File: src/rtl/sbst_map.vh
`ifndef SBST_MAP_VH
`define SBST_MAP_VH
// scan register widths
`define SBST_IR_W 4
`define SBST_ID_W 32
// boundary cells: functional inputs, outputs, one output-enable cell
`define SBST_NIN 8
`define SBST_NOUT 4
`define SBST_CHAIN_W 13
`define SBST_CELL_OUT_LO 8
`define SBST_CELL_OE 12
// opcodes
`define SBST_OP_PIN_DRIVE 4'h0
`define SBST_OP_PIN_CAPTURE 4'h1
`define SBST_OP_ID_LOAD 4'h2
`define SBST_OP_FLOAT 4'h3
`define SBST_OP_CLAMP 4'h8
`define SBST_OP_CAPTURE_PAT 4'hd
`define SBST_OP_BYPASS 4'hf
// instruction selected after test reset
`define SBST_IR_RESET 4'h2
// identification fields, values arbitrary
`define SBST_ID_REV 4'h1
`define SBST_ID_DEV 16'h0abc
`define SBST_ID_VENDOR 11'h155
`define SBST_ID_MARK 1'h1
`endif

File: src/rtl/sbst_cell_chain.v
`timescale 1ns/100ps
`include "sbst_map.vh"
module sbst_cell_chain
(
  input wire mclk,
  input wire nrst,
  input wire capture,
  input wire shift,
  input wire update,
  input wire sdi,
  input wire [`SBST_CHAIN_W-1:0] parIn,
  output wire sout,
  output wire [`SBST_CHAIN_W-1:0] updOut
);
  wire [`SBST_CHAIN_W:0] serIn;
  wire [`SBST_CHAIN_W-1:0] updQ;

  assign serIn[`SBST_CHAIN_W] = sdi;
  assign sout = serIn[0];
  assign updOut = updQ;

  genvar i;
  generate
    for (i = 0; i < `SBST_CHAIN_W; i = i + 1)
    begin : gCell
      reg shift_ff;
      reg upd_ff;
      assign serIn[i] = shift_ff;
      assign updQ[i] = upd_ff;
      always @(posedge mclk)
      begin
        if (!nrst)
        begin
          shift_ff <= 1'b0;
          upd_ff <= 1'b0;
        end
        else
        begin
          if (capture)
            shift_ff <= parIn[i];
          else if (shift)
            shift_ff <= serIn[i+1];
          if (update)
            upd_ff <= shift_ff;
        end
      end
    end
  endgenerate
endmodule

File: src/rtl/sbst_tap.v
// Notes on behaviour
// a 4-bit instruction, 1-bit bypass and 32-bit id register sit between tdi and tdo.
// the id register holds revision in 31:28, device in 27:12, vendor in 11:1.
// bit 0 of the id register is always one.
// opcode 0000 drives cell contents onto the outputs and selects the cell chain.
// opcode 0001 selects the cell chain, capturing pins and allowing preload.
// opcode 0010 loads the id value and selects the id register.
// opcode 0011 floats all functional outputs and selects the bypass bit.
// opcode 1000 drives cell contents onto the outputs and selects the bypass bit.
// passing Capture-IR loads the pattern 1101 into the instruction register.
// opcode 1111 selects the single bypass bit.
// the tester loads only the six defined opcodes; the testbench also loads the reserved codes 4, 9 and e.
// test logic resets at power-up, and the optional trstN may also reset it.
// cells cover all functional inputs and outputs besides the test pins.
// the sixteen-state machine steps on tck rise by tms; tdo changes on tck fall.
// a reserved opcode acts as bypass with outputs under normal control.
`timescale 1ns/100ps
`include "sbst_map.vh"
module sbst_tap
(
  input wire mclk,
  input wire nrst,
  input wire tck,
  input wire tms,
  input wire tdi,
  input wire trstN,
  output reg tdo,
  output reg tdoEn,
  input wire [`SBST_NIN-1:0] pinIn,
  output reg [`SBST_NIN-1:0] coreIn,
  input wire [`SBST_NOUT-1:0] coreOut,
  input wire coreOe,
  output reg [`SBST_NOUT-1:0] pinOut,
  output reg pinOe
);
  localparam [15:0] ST_TLR = 16'h0001;
  localparam [15:0] ST_RTI = 16'h0002;
  localparam [15:0] ST_SEL_DR = 16'h0004;
  localparam [15:0] ST_CAP_DR = 16'h0008;
  localparam [15:0] ST_SH_DR = 16'h0010;
  localparam [15:0] ST_EX1_DR = 16'h0020;
  localparam [15:0] ST_PAU_DR = 16'h0040;
  localparam [15:0] ST_EX2_DR = 16'h0080;
  localparam [15:0] ST_UPD_DR = 16'h0100;
  localparam [15:0] ST_SEL_IR = 16'h0200;
  localparam [15:0] ST_CAP_IR = 16'h0400;
  localparam [15:0] ST_SH_IR = 16'h0800;
  localparam [15:0] ST_EX1_IR = 16'h1000;
  localparam [15:0] ST_PAU_IR = 16'h2000;
  localparam [15:0] ST_EX2_IR = 16'h4000;
  localparam [15:0] ST_UPD_IR = 16'h8000;

  ////////////////////////////////////////////////////////////////////////////
  // pin synchronisers and tck edge detect
  reg tckS1_ff, tckS2_ff, tckD_ff;
  reg tmsS1_ff, tmsS2_ff;
  reg tdiS1_ff, tdiS2_ff;
  reg trstS1_ff, trstS2_ff;
  reg [`SBST_NIN-1:0] pinInS1_ff;
  wire tckRise;
  wire tckFall;
  wire tapRst;

  always @(posedge mclk)
  begin
    if (!nrst)
    begin
      tckS1_ff <= 1'b0;
      tckS2_ff <= 1'b0;
      tckD_ff <= 1'b0;
      tmsS1_ff <= 1'b1;
      tmsS2_ff <= 1'b1;
      tdiS1_ff <= 1'b1;
      tdiS2_ff <= 1'b1;
      trstS1_ff <= 1'b1;
      trstS2_ff <= 1'b1;
      pinInS1_ff <= {`SBST_NIN{1'b0}};
      coreIn <= {`SBST_NIN{1'b0}};
    end
    else
    begin
      tckS1_ff <= tck;
      tckS2_ff <= tckS1_ff;
      tckD_ff <= tckS2_ff;
      tmsS1_ff <= tms;
      tmsS2_ff <= tmsS1_ff;
      tdiS1_ff <= tdi;
      tdiS2_ff <= tdiS1_ff;
      trstS1_ff <= trstN;
      trstS2_ff <= trstS1_ff;
      pinInS1_ff <= pinIn;
      coreIn <= pinInS1_ff;
    end
  end

  assign tckRise = tckS2_ff & ~tckD_ff;
  assign tckFall = ~tckS2_ff & tckD_ff;
  // power-up reset comes in on nrst
  assign tapRst = !nrst || !trstS2_ff;

  ////////////////////////////////////////////////////////////////////////////
  // test state machine
  reg [15:0] state_ff;
  reg [15:0] nxt_state;

  always @*
  begin
    case (state_ff)
      ST_TLR: nxt_state = tmsS2_ff ? ST_TLR : ST_RTI;
      ST_RTI: nxt_state = tmsS2_ff ? ST_SEL_DR : ST_RTI;
      ST_SEL_DR: nxt_state = tmsS2_ff ? ST_SEL_IR : ST_CAP_DR;
      ST_CAP_DR: nxt_state = tmsS2_ff ? ST_EX1_DR : ST_SH_DR;
      ST_SH_DR: nxt_state = tmsS2_ff ? ST_EX1_DR : ST_SH_DR;
      ST_EX1_DR: nxt_state = tmsS2_ff ? ST_UPD_DR : ST_PAU_DR;
      ST_PAU_DR: nxt_state = tmsS2_ff ? ST_EX2_DR : ST_PAU_DR;
      ST_EX2_DR: nxt_state = tmsS2_ff ? ST_UPD_DR : ST_SH_DR;
      ST_UPD_DR: nxt_state = tmsS2_ff ? ST_SEL_DR : ST_RTI;
      ST_SEL_IR: nxt_state = tmsS2_ff ? ST_TLR : ST_CAP_IR;
      ST_CAP_IR: nxt_state = tmsS2_ff ? ST_EX1_IR : ST_SH_IR;
      ST_SH_IR: nxt_state = tmsS2_ff ? ST_EX1_IR : ST_SH_IR;
      ST_EX1_IR: nxt_state = tmsS2_ff ? ST_UPD_IR : ST_PAU_IR;
      ST_PAU_IR: nxt_state = tmsS2_ff ? ST_EX2_IR : ST_PAU_IR;
      ST_EX2_IR: nxt_state = tmsS2_ff ? ST_UPD_IR : ST_SH_IR;
      ST_UPD_IR: nxt_state = tmsS2_ff ? ST_SEL_DR : ST_RTI;
      default: nxt_state = ST_TLR;
    endcase
  end

  always @(posedge mclk)
  begin
    if (tapRst)
      state_ff <= ST_TLR;
    else if (tckRise)
      state_ff <= nxt_state;
  end

  ////////////////////////////////////////////////////////////////////////////
  // instruction register and decode
  reg [`SBST_IR_W-1:0] irShift_ff;
  reg [`SBST_IR_W-1:0] instr_ff;
  wire selId;
  wire selChain;
  wire driveCells;
  wire floatOut;

  always @(posedge mclk)
  begin
    if (tapRst)
    begin
      irShift_ff <= `SBST_OP_CAPTURE_PAT;
      instr_ff <= `SBST_IR_RESET;
    end
    else if (state_ff == ST_TLR)
      instr_ff <= `SBST_IR_RESET;
    else if (tckRise)
    begin
      if (state_ff == ST_CAP_IR)
        irShift_ff <= `SBST_OP_CAPTURE_PAT;
      else if (state_ff == ST_SH_IR)
        irShift_ff <= {tdiS2_ff, irShift_ff[`SBST_IR_W-1:1]};
      else if (state_ff == ST_UPD_IR)
        instr_ff <= irShift_ff;
    end
  end

  assign selId = instr_ff == `SBST_OP_ID_LOAD;
  assign selChain = instr_ff == `SBST_OP_PIN_DRIVE ||
                    instr_ff == `SBST_OP_PIN_CAPTURE;
  // every other code, reserved ones included, selects bypass
  assign driveCells = instr_ff == `SBST_OP_PIN_DRIVE ||
                      instr_ff == `SBST_OP_CLAMP;
  assign floatOut = instr_ff == `SBST_OP_FLOAT;

  ////////////////////////////////////////////////////////////////////////////
  // data registers
  reg bypass_ff;
  reg [`SBST_ID_W-1:0] idShift_ff;
  wire capDr;
  wire shDr;
  wire updDr;
  wire chainOut;
  wire [`SBST_CHAIN_W-1:0] cellUpd;
  wire [`SBST_ID_W-1:0] idValue;

  assign capDr = tckRise && state_ff == ST_CAP_DR;
  assign shDr = tckRise && state_ff == ST_SH_DR;
  assign updDr = tckRise && state_ff == ST_UPD_DR;
  assign idValue = {`SBST_ID_REV, `SBST_ID_DEV, `SBST_ID_VENDOR,
                    `SBST_ID_MARK};

  always @(posedge mclk)
  begin
    if (tapRst)
    begin
      bypass_ff <= 1'b0;
      idShift_ff <= {`SBST_ID_W{1'b0}};
    end
    else
    begin
      if (capDr && !selId && !selChain)
        bypass_ff <= 1'b0;
      else if (shDr && !selId && !selChain)
        bypass_ff <= tdiS2_ff;
      if (capDr && selId)
        idShift_ff <= idValue;
      else if (shDr && selId)
        idShift_ff <= {tdiS2_ff, idShift_ff[`SBST_ID_W-1:1]};
    end
  end

  sbst_cell_chain uChain
  (
    .mclk(mclk),
    .nrst(!tapRst),
    .capture(capDr && selChain),
    .shift(shDr && selChain),
    .update(updDr && selChain),
    .sdi(tdiS2_ff),
    .parIn({pinOe, pinOut, coreIn}),
    .sout(chainOut),
    .updOut(cellUpd)
  );

  ////////////////////////////////////////////////////////////////////////////
  // serial output, changes on tck fall
  always @(posedge mclk)
  begin
    if (tapRst)
    begin
      tdo <= 1'b0;
      tdoEn <= 1'b0;
    end
    else if (tckFall)
    begin
      if (state_ff == ST_SH_IR)
      begin
        tdo <= irShift_ff[0];
        tdoEn <= 1'b1;
      end
      else if (state_ff == ST_SH_DR)
      begin
        tdo <= selId ? idShift_ff[0] : (selChain ? chainOut : bypass_ff);
        tdoEn <= 1'b1;
      end
      else
        tdoEn <= 1'b0;
    end
  end

  ////////////////////////////////////////////////////////////////////////////
  // functional output mux
  always @(posedge mclk)
  begin
    if (!nrst)
    begin
      pinOut <= {`SBST_NOUT{1'b0}};
      pinOe <= 1'b0;
    end
    else
    begin
      pinOut <= driveCells ?
        cellUpd[`SBST_CELL_OUT_LO +: `SBST_NOUT] : coreOut;
      if (floatOut)
        pinOe <= 1'b0;
      else if (driveCells)
        pinOe <= cellUpd[`SBST_CELL_OE];
      else
        pinOe <= coreOe;
    end
  end
endmodule

File: config.mk
export PLATFORM = sky130hd
export DESIGN_NAME = sbst_tap
export DESIGN_NICKNAME = d
export VERILOG_FILES = /design/src/rtl/sbst_cell_chain.v /design/src/rtl/sbst_tap.v
export VERILOG_INCLUDE_DIRS = /design/src /design/src/rtl
export SDC_FILE = /design/constraint.sdc
export NUM_CORES = 1
export LEC_CHECK = 0
export BUFFER_PORTS_ARGS = -buffer_cell sky130_fd_sc_hd__buf_2
export CORE_AREA = 5 5 81 140
export CTS_BUF_LIST = sky130_fd_sc_hd__clkbuf_2
export DETAILED_ROUTE_END_ITERATION = 12
export DIE_AREA = 0 0 86 145
export GPL_TIMING_DRIVEN = 1
export HOLD_SLACK_MARGIN = 0.15
export SYNTH_ARGS = -nofsm -noshare
export SYNTH_HDL_FRONTEND = slang
export SYNTH_SLANG_ARGS = --single-unit
File: constraint.sdc
create_clock -name mclk -period 2.63 [get_ports mclk]
set_input_delay 0.1315 -clock mclk [delete_from_list [all_inputs] [get_ports mclk]]
set_output_delay 0.1315 -clock mclk [all_outputs]
set_load 0.05 [all_outputs]
==> impl_results.md, run 1 <==
* Reg clk slew, reported paths at between 200 and 300 ps
* Vias in the first global route at approximately 3700
* Leakage at 0.00189 uW
* Drt first-iter violations at roughly 190
* Setup repair bufs after CTS at 0
* VDD IR-drop max at approximately 0.36 mV
* Worst setup EP type: register
* R2R cell count at 6
* Final setup skew at ~31 ps
* DR DRC count at 0
* DR vias/cell at roughly 5.4
* Worst skew pair latency at around 570 ps
* Clock root buffer: clkbuf_2
* Sw Ratio at 0.260
* Slowest CP cell: or4_1
* Pin count of the biggest net entering global routing at 35
* Post-route cell area at slightly above 0.005 mm2
* GPL Wtd Cong at ~0.88
* Worst setup SP type: register
* Antenna violations before repair at 1
* TNS Setup at 0 ps
* Syn nets at around 500
* Initial core utilization at 0.437
* Min-delay src: tdiS1_ff$_SDFF_PN1_
* Mapped Area at around 0.0044 mm2
* Crit Path Max Fanout at 33
* Fin crit share at 0.930
* Worst Setup Path Type: reg -> reg
* Total of max-cap violations at 0
* Clk sink count at ~110
* FP Rows at 49
* Clock share of power at 0.262
* Total CTS buffers at 9
* Register share of total power at 0.665
* Max Transition Viols Final at 0
* Highest clock rate at about 410 MHz
* Post-synthesis cell type count at 50
* Die height at between 100 and 150 um
* Rel. slew slack at 0.603
* Most common cell after layout, fill and taps aside: dfxtp_1
* Buffers added on ports at 33
* Average cell area after synthesis at ~9.1 um2
* Fraction of layout cells with a size suffix above 1 at 0.171
* Die ar. at about 0.012 mm2
* Slew @ Worst Pin at 591 ps
* Synth top area share at 0.484
* Status: finished, final reports clean
* WP data required at between 3000 and 4000 ps
* Synth warnings at 0
* Net count, final at ~560
* CTS tree: yes
* Post-route ant nets at 0
* RSZ-0062 raised after global routing: no
* Register area share after synthesis at 0.484
* Die width at between 80 and 90 um
* Arr. time, crit path at 2960 ps
* Crit-path cells: or4_1 > nor4_4 > nand2_1 > buf_4 > nand2_2 > o221a_2
* Routed vias at about 3700
* Core ar. at 0.0101 mm2
* Min Tclk post-route at 2450 ps
* Area grow syn2layout at 16.5%
* EDFF count, synth at 0
* Hold Crit Class: reg -> reg
* CTS resizes at 0
* Max incr delay on CP at 720 ps
* DP Cell Count at 625
* Most frequent cells in the layout: dfxtp_1, nand2_1, nor2_1, a21oi_1, dlygate4sd3_1
* Part of the power in combinational logic at 0.073
* Main synth FF type: dfxtp_1
* Final Hold Fails at 0
* Switch Pwr at about 650 uW
* Largest area contributor in the netlist: dfxtp_1
* Worst hold path depth at 1
* Worst r2r src: state_ff[12]$_SDFFE_PP0P_
* Top cells by area, synth: dfxtp_1, nand2_1, mux2i_1, a21oi_1, and2_1
* Placed Area at 0.00472 mm2
* Total Wirelength at between 10000 and 15000 um
* H-tree levels at 3
* Final setup violation count at 0
* Number of I/O pins at 34
* WL per Instance at 15.2 um
* Maximum root-to-sink buffer count at 2
* Seq cells post-synth at about 110
* GRT Overall Usage at 0.174
* Hpwl dp at 7080 um
* First-pass GRT wire length at approximately 17000 um
* Total grt overflow at 0
* Synth Instances at 484
* Worst setup startpoint: state_ff[12]$_SDFFE_PP0P_
* Pint at 1850 uW
* Ys async rst share at 0
* Finished Layout Cells at around 680
* Drt pass-1 iters at 6
* Pwr Density at around 480 mW/mm2
* Core Util, Final at 0.510
worst paths after layout:
path | end | slack (ps)
setup / recovery | idShift_ff[28]$_SDFFE_PP0P_ | 180
hold / removal | tdiS2_ff$_SDFF_PN1_ | 440
setup reg to reg | idShift_ff[28]$_SDFFE_PP0P_ | 180
hold reg to reg | tdiS2_ff$_SDFF_PN1_ | 440
worst max-delay path: cells and delay by family (launching register included):
family,cells,cell delay [ps]
AND/OR/NAND/NOR,4,1480
AO/OA/AOI/OAI,1,200
flip-flops,1,440
buffers and inverters,1,250
routing by layer:
metal | global-route usage | part of all wire
met1 | 0.189 | 0.41
met2 | 0.316 | 0.53
met4 | 0.0705 | 0.024
met5 | 0 | 0
met3 | 0.0391 | 0.032
power groups by stage:
stage / sequential (uW) / clock (uW) / combinational, uW
after floorplan: 1720 / 0 / 64.8
after global placement: 1690 / 0 / 141
after detailed placement: 1690 / 0 / 143
after CTS: 1660 / 688 / 183
after global routing: 1670 / 760 / 197
final: 1660 / 656 / 182
through the flow:
stage               hold slack, ps  total power (uW)  worst slack [ps]
finish                         445              2500               185
global route                   463              2620              39.1
CTS                            447              2530               182
detailed placement             317              1830               276
global placement               315              1830               317
floorplan                      233              1780               370
synth_stat cells (3+ instances only):
library cell and n:
dfxtp_1 107, nand2_1 73, a21oi_1 35, nor2_1 35, mux2i_1 27, clkbuf_1 26, and2_1 22, nor4_1 13
nand2b_1 10, a211oi_2 9, nand3_1 9, nand4_1 9, buf_2 8, nor2b_1 8, o221a_2 8, nor3_1 7
o21ai_0 7, or4_1 7, a31oi_1 6, a211oi_1 4, nand2_2 4, nor4b_1 4, xnor2_1 4, nor3b_1 3
o22ai_1 3
sequential cells by signal, summed over array words and instances (netlist names), 4 cells and up:
register,cells
state_ff,16
pinInS1_ff,8
instr_ff,4
idShift_ff,32
uChain.gCell.upd_ff,5
pinOut,4
irShift_ff,4
coreIn,8
uChain.gCell.shift_ff,12
layout make-up:
cell class | count | area (um2)
Sequential cell | 107 | 2140
Multi-Input combinational cell | 337 | 2100
Fill cell | 975 | 4960
Clock inverter | 7 | 42.5
Timing Repair Buffer | 87 | 658
Clock buffer | 9 | 45.0
Antenna cell | 1 | 2.50
Tap cell | 127 | 159
Inverter | 2 | 7.51
kinds of logic (layout without fill, tap and decap cells):
group,after synthesis,in the layout,share of synthesized area
buffers and inverters,40,105,0.0413
multiplexers,27,27,0.0611
XOR/XNOR,5,5,0.00990
AND/OR/NAND/NOR,220,220,0.267
other,0,1,0
AO/OA/AOI/OAI,85,85,0.137
flip-flops,107,107,0.484
what timing repair did:
| item | 4_1_cts | 5_1_grt |
|---|---|---|
| endpoints found under the hold margin | 37 | 0 |
| hold buffers | 35 | 0 |
| setup endpoints to repair | 0 | 0 |
Power figures use the tool's default switching activity.
==> inputs of run 2 (changes only) <==
--- a/config.mk
+++ b/config.mk
@@ -13,6 +13,7 @@
 export DIE_AREA = 0 0 86 145
 export GPL_TIMING_DRIVEN = 1
 export HOLD_SLACK_MARGIN = 0.15
+export RECOVER_POWER = 50
 export SYNTH_ARGS = -nofsm -noshare
 export SYNTH_HDL_FRONTEND = slang
 export SYNTH_SLANG_ARGS = --single-unit
==> run 2 against run 1 <==
Non-clock buffer count stayed put. Clock skew hardly changed. Count of clock-buffer cells in the layout stayed put. Wire length is 0.61% higher. Clock power hardly changed. Via count is 0.14% higher. Final area is 0.53% lower. First-iteration DRC count is 4.3% higher. Register-to-register slack hardly changed. Sequential share of layout area is 0.22 points higher. Fmax is 0.18% higher. Critical path type unchanged. Largest power group unchanged.
==> impl_results.md, run 2 (synthesis gave the netlist of run 1 again) <==
* Finished Layout Cells at 677
* Clk sink count at about 110
* Min Tclk post-route at 2440 ps
* Total grt overflow at 0
* Total CTS buffers at 9
* Initial core utilization at 0.437
* Leakage at around 0.0018 uW
* Post-route ant nets at 0
* Worst setup EP type: register
* Worst Setup Path Type: reg -> reg
* Top reg by flops: idShift_ff
* WL per Instance at between 15 and 20 um
* GPL Wtd Cong at 0.884
* FP Rows at just under 50
* Pin count of the biggest net entering global routing at 35
* Crit Path Max Fanout at 33
* Most frequent cells in the layout: dfxtp_1, nand2_1, nor2_1, a21oi_1, dlygate4sd3_1
* DR vias/cell at 5.40
* Setup repair bufs after CTS at 0
* Regs by FF count: idShift_ff: 32 flops, state_ff: 16 flops, uChain.gCell.shift_ff: 12 flops
* Final setup violation count at 0
* Worst setup SP type: register
* Buffers added on ports at 33
* Drt pass-1 iters at 9
* Total Wirelength at between 10000 and 15000 um
* Fraction of layout cells with a size suffix above 1 at 0.138
* Number of I/O pins at 34
* Slew @ Worst Pin at roughly 1100 ps
* Die width at between 80 and 90 um
* Core ar. at a little over 0.01 mm2
* Arr. time, crit path at a little under 3000 ps
* Worst skew pair latency at around 580 ps
* Die ar. at between 0.01 and 0.015 mm2
* Crit-path cells: or4_1 > nor4_4 > nand2_1 > buf_4 > nand2_2 > o221a_2
* Antenna violations before repair at 1
* Rel. slew slack at 0.287
* VDD IR-drop max at around 0.36 mV
* Status: finished, final reports clean
* Hold Crit Class: reg -> reg
* Pwr Total at around 2500 uW
* H-tree levels at 3
* Final Hold Fails at 0
* Die height at 145 um
* Final setup skew at ~32 ps
* CTS tree: yes
* Total of max-cap violations at 0
* RSZ-0062 raised after global routing: no
* Fillers at 984
* Highest clock rate at around 400 MHz
* Vias in the first global route at between 3000 and 4000
* Slowest CP cell: or4_1
* WP data required at around 3200 ps
* Maximum root-to-sink buffer count at 2
* Pwr Density at 487 mW/mm2
* DR DRC count at 0
* Fin crit share at 0.928
* Area grow syn2layout at 15.9%
* Max Transition Viols Final at 0
* Drt first-iter violations at between 150 and 200
* Reg clk slew, reported paths at around 270 ps
* Net count, final at approximately 560
* Routed vias at about 3700
* First-pass GRT wire length at 17300 um
* Largest register FFs at 32
* TNS Setup at 0 ps
* Hpwl dp at 7080 um
* Most common cell after layout, fill and taps aside: dfxtp_1
* GRT Overall Usage at 0.174
* Clock root buffer: clkbuf_2
* DP Cell Count at ~630
* Max incr delay on CP at around 720 ps
* Hold slack at approximately 440 ps
-- run 2: per-layer routing --
layer,global-route usage,part of all wire
met5,0,0
met4,0.0705,0.023
met3,0.0391,0.028
met1,0.189,0.41
met2,0.316,0.54
-- run 2: worst max-delay path, delay by kind of cell (launching register included) --
family                 cells  cell delay (ps)
and+or+nand+nor            4             1480
buffers and inverters      1              250
AOI/OAI and AO/OA          1              200
DFF                        1              440
-- run 2: what timing repair did --
| action | in CTS | in global routing |
|---|---|---|
| resized for setup | 0 | 0 |
| hold endpoints to repair | 37 | 0 |
| hold buffers | 35 | 0 |
-- run 2: cell type report --
| cell class | instances | area, um2 | area share |
|---|---|---|---|
| clock buffers | 9 | 45.0 | 0.00878 |
| well taps | 127 | 159 | 0.0310 |
| diodes | 1 | 2.50 | 0.000488 |
| clock inverters | 7 | 42.5 | 0.00829 |
| inverters | 2 | 7.51 | 0.00146 |
| multi-input cells | 337 | 2100 | 0.409 |
| repair buffers | 87 | 631 | 0.123 |
| flip-flops and latches | 107 | 2140 | 0.418 |
-- run 2: worst paths after layout --
kind              slack [ps]                           to  cells past startpoint                       from
hold / removal           440          tdiS2_ff$_SDFF_PN1_                      1        tdiS1_ff$_SDFF_PN1_
setup reg to reg         190  idShift_ff[28]$_SDFFE_PP0P_                      6  state_ff[12]$_SDFFE_PP0P_
setup / recovery         190  idShift_ff[28]$_SDFFE_PP0P_                      6  state_ff[12]$_SDFFE_PP0P_
hold reg to reg          440          tdiS2_ff$_SDFF_PN1_                      1        tdiS1_ff$_SDFF_PN1_
-- run 2: stage by stage --
| step | util | worst slack, ps | cell area, um2 |
|---|---|---|---|
| after detailed placement | 0.466 | 276 | 4720 |
| final | 0.507 | 189 | 5130 |
| after global placement | 0.466 | 317 | 4720 |
| after CTS | 0.509 | 182 | 5150 |
| after floorplan | - | 370 | 4420 |
| after global routing | 0.507 | 39.1 | 5130 |
-- run 2: where the power goes --
group          switching, uW  internal [uW]  total, uW
logic                    105           72.8        178
registers               12.2           1650       1660
clock network            536            122        658
total                    653           1850       2500
==> inputs of run 3 (changes only) <==
--- a/config.mk
+++ b/config.mk
@@ -6,11 +6,11 @@
 export SDC_FILE = /design/constraint.sdc
 export NUM_CORES = 1
 export LEC_CHECK = 0
-export BUFFER_PORTS_ARGS = -buffer_cell sky130_fd_sc_hd__buf_2
 export CORE_AREA = 5 5 81 140
 export CTS_BUF_LIST = sky130_fd_sc_hd__clkbuf_2
 export DETAILED_ROUTE_END_ITERATION = 12
 export DIE_AREA = 0 0 86 145
+export DONT_BUFFER_PORTS = 1
 export GPL_TIMING_DRIVEN = 1
 export HOLD_SLACK_MARGIN = 0.15
 export RECOVER_POWER = 50
==> constraint.sdc (replaced) <==
create_clock -name mclk -period 2.63 [get_ports mclk]
set_input_delay 0.526 -clock mclk [delete_from_list [all_inputs] [get_ports mclk]]
set_output_delay 0.526 -clock mclk [all_outputs]
set_load 0.05 [all_outputs]
==> run 3 against run 2 <==
Clock power up 12%. Sequential power up 2%. Die area is the same. Utilization shrank 2.9 points. Critical endpoint is now idShift_ff[27]$_SDFFE_PP0P_. Register-to-register slack improved by 50 ps. Power is 1.6% higher. Global-route usage is 0.34 points lower. Hold slack worse by 75 ps. Via count fell by 5.5%.
==> impl_results.md, run 3 (synthesis gave the netlist of run 1 again) <==
* Status: finished, final reports clean
* Worst Setup Path Type: reg -> reg
* Worst setup startpoint: state_ff[12]$_SDFFE_PP0P_
* Min Tclk post-route at approximately 2400 ps
* Regs by FF count: idShift_ff: 32 flops, state_ff: 16 flops, uChain.gCell.shift_ff: 12 flops
* Most common cell after layout, fill and taps aside: dfxtp_1
* Total Wirelength at approximately 10000 um
* Most used cell, CP: nand2_2
* Total grt overflow at 0
* Buf+Inv Stages, Crit Path at 0
* DR DRC count at 0
* Routed vias at approximately 3500
* Top reg by flops: idShift_ff
* Hpwl dp at just over 7000 um
* Reg clk slew, reported paths at around 270 ps
* GRT Overall Usage at 0.170
* Antenna violations before repair at 1
* RSZ-0062 raised after global routing: no
* Crit Path Max Fanout at 18
* Max incr delay on CP at 720 ps
* Die ar. at roughly 0.012 mm2
* Hold slack at between 300 and 400 ps
* Core ar. at around 0.010 mm2
* Net count, final at ~510
* Die width at 86 um
* Clock root buffer: clkbuf_2
* H-tree levels at 3
* Clk sink count at between 100 and 150
* Largest delay share family, worst path: simple AND/OR/NAND/NOR gates
* WL per Instance at about 16 um
* Die height at ~150 um
* Max Transition Viols Final at 0
* Worst setup EP type: register
* Total CTS buffers at 9
* DR vias/cell at 5.51
* FP Rows at around 50
* Highest clock rate at between 400 and 500 MHz
* R2R cell count at 5
* Drt pass-1 iters at 4
* Leakage at between 0.0015 and 0.002 uW
* Final setup violation count at 0
* First-pass GRT wire length at about 17000 um
* Worst skew pair latency at 590 ps
* Most frequent cells in the layout: dfxtp_1, nand2_1, nor2_1, a21oi_1, mux2i_1
* Fin crit share at 0.909
* Post-route ant nets at 0
* Largest register FFs at 32
* CTS tree: yes
* Pwr Density at between 500 and 600 mW/mm2
* Total of max-cap violations at 0
* CP Depth at 5
* Placed Area at 0.00456 mm2
* Drt first-iter violations at 159
* Reg-to-reg endpoint: idShift_ff[27]$_SDFFE_PP0P_
* CTS resizes at 0
* Maximum root-to-sink buffer count at 2
* R2R Setup Slk at about 240 ps
* Number of I/O pins at 34
* Worst setup SP type: register
* Fraction of layout cells with a size suffix above 1 at 0.116
* Finished Layout Cells at 627
* Worst r2r src: state_ff[12]$_SDFFE_PP0P_
* VDD IR-drop max at 0.199 mV
* Hold Crit Class: in -> reg
* Vias in the first global route at ~3500
* Buffers added on ports at 0
* Pin count of the biggest net entering global routing at 34
* Slew @ Worst Pin at approximately 900 ps
* TNS Setup at 0 ps
* WP data required at 3100 ps
* DP Cell Count at roughly 590
* Final setup skew at around 35 ps
* Rel. slew slack at 0.395
* Post-route cell area at around 0.0048 mm2
* Area grow syn2layout at 9.30%
* Slowest CP cell: or4_1
* Critical Path Sink: idShift_ff[27]$_SDFFE_PP0P_
* Crit-path cells: or4_1 > nor4_4 > nand2_2 > nand2_2 > a21oi_1
* Arr. time, crit path at around 2900 ps
* Initial core utilization at 0.437
* Final Hold Fails at 0
* GPL Wtd Cong at around 0.90
## run 3: layout make-up
| class | instances | area [um2] |
|---|---|---|
| diodes | 1 | 2.50 |
| clock buffers | 10 | 50.0 |
| clock inverters | 5 | 55.1 |
| fillers | 974 | 5280 |
| inverters | 2 | 7.51 |
| multi-input cells | 337 | 2100 |
| flip-flops and latches | 107 | 2140 |
| well taps | 127 | 159 |
| repair buffers | 38 | 323 |
## run 3: routing by layer
metal  global-route usage  part of all wire
met3               0.0408             0.036
met1                0.194              0.41
met5                    0                 0
met4               0.0935             0.035
met2                0.286              0.52
## run 3: timing repair
action	in CTS	in global routing
hold buffers	18	0
endpoints found under the hold margin	30	0
setup buffers	0	0
## run 3: how the worst min path moves through the flow
stage                         startpoint  cells past startpoint                    endpoint  slack, ps
global route                        nrst                      3  irShift_ff[2]$_SDFFE_PP1P_        340
CTS                                 nrst                      2    state_ff[8]$_SDFFE_PP0P_        320
detailed placement  trstS1_ff$_SDFF_PN1_                      1        trstS2_ff$_SDFF_PN1_        400
finish                              nrst                      2    state_ff[9]$_SDFFE_PP0P_        370
global placement     tdiS1_ff$_SDFF_PN1_                      1         tdiS2_ff$_SDFF_PN1_        390
floorplan            tdiS1_ff$_SDFF_PN1_                      1         tdiS2_ff$_SDFF_PN1_        390
## run 3: stage by stage
step / total power (uW) / setup WS [ps] / util
final: 2540 / 239 / 0.478
after global routing: 2640 / 3.90 / 0.478
after CTS: 2570 / 198 / 0.479
after detailed placement: 1810 / 236 / 0.451
after global placement: 1810 / 245 / 0.451
after floorplan: 1780 / 370 / -
## run 3: where the power goes
part,total (uW),internal (uW),switching (uW)
Combinational,107,45.4,61.6
Sequential,1700,1650,46.1
Clock,737,216,521
Total,2540,1910,628
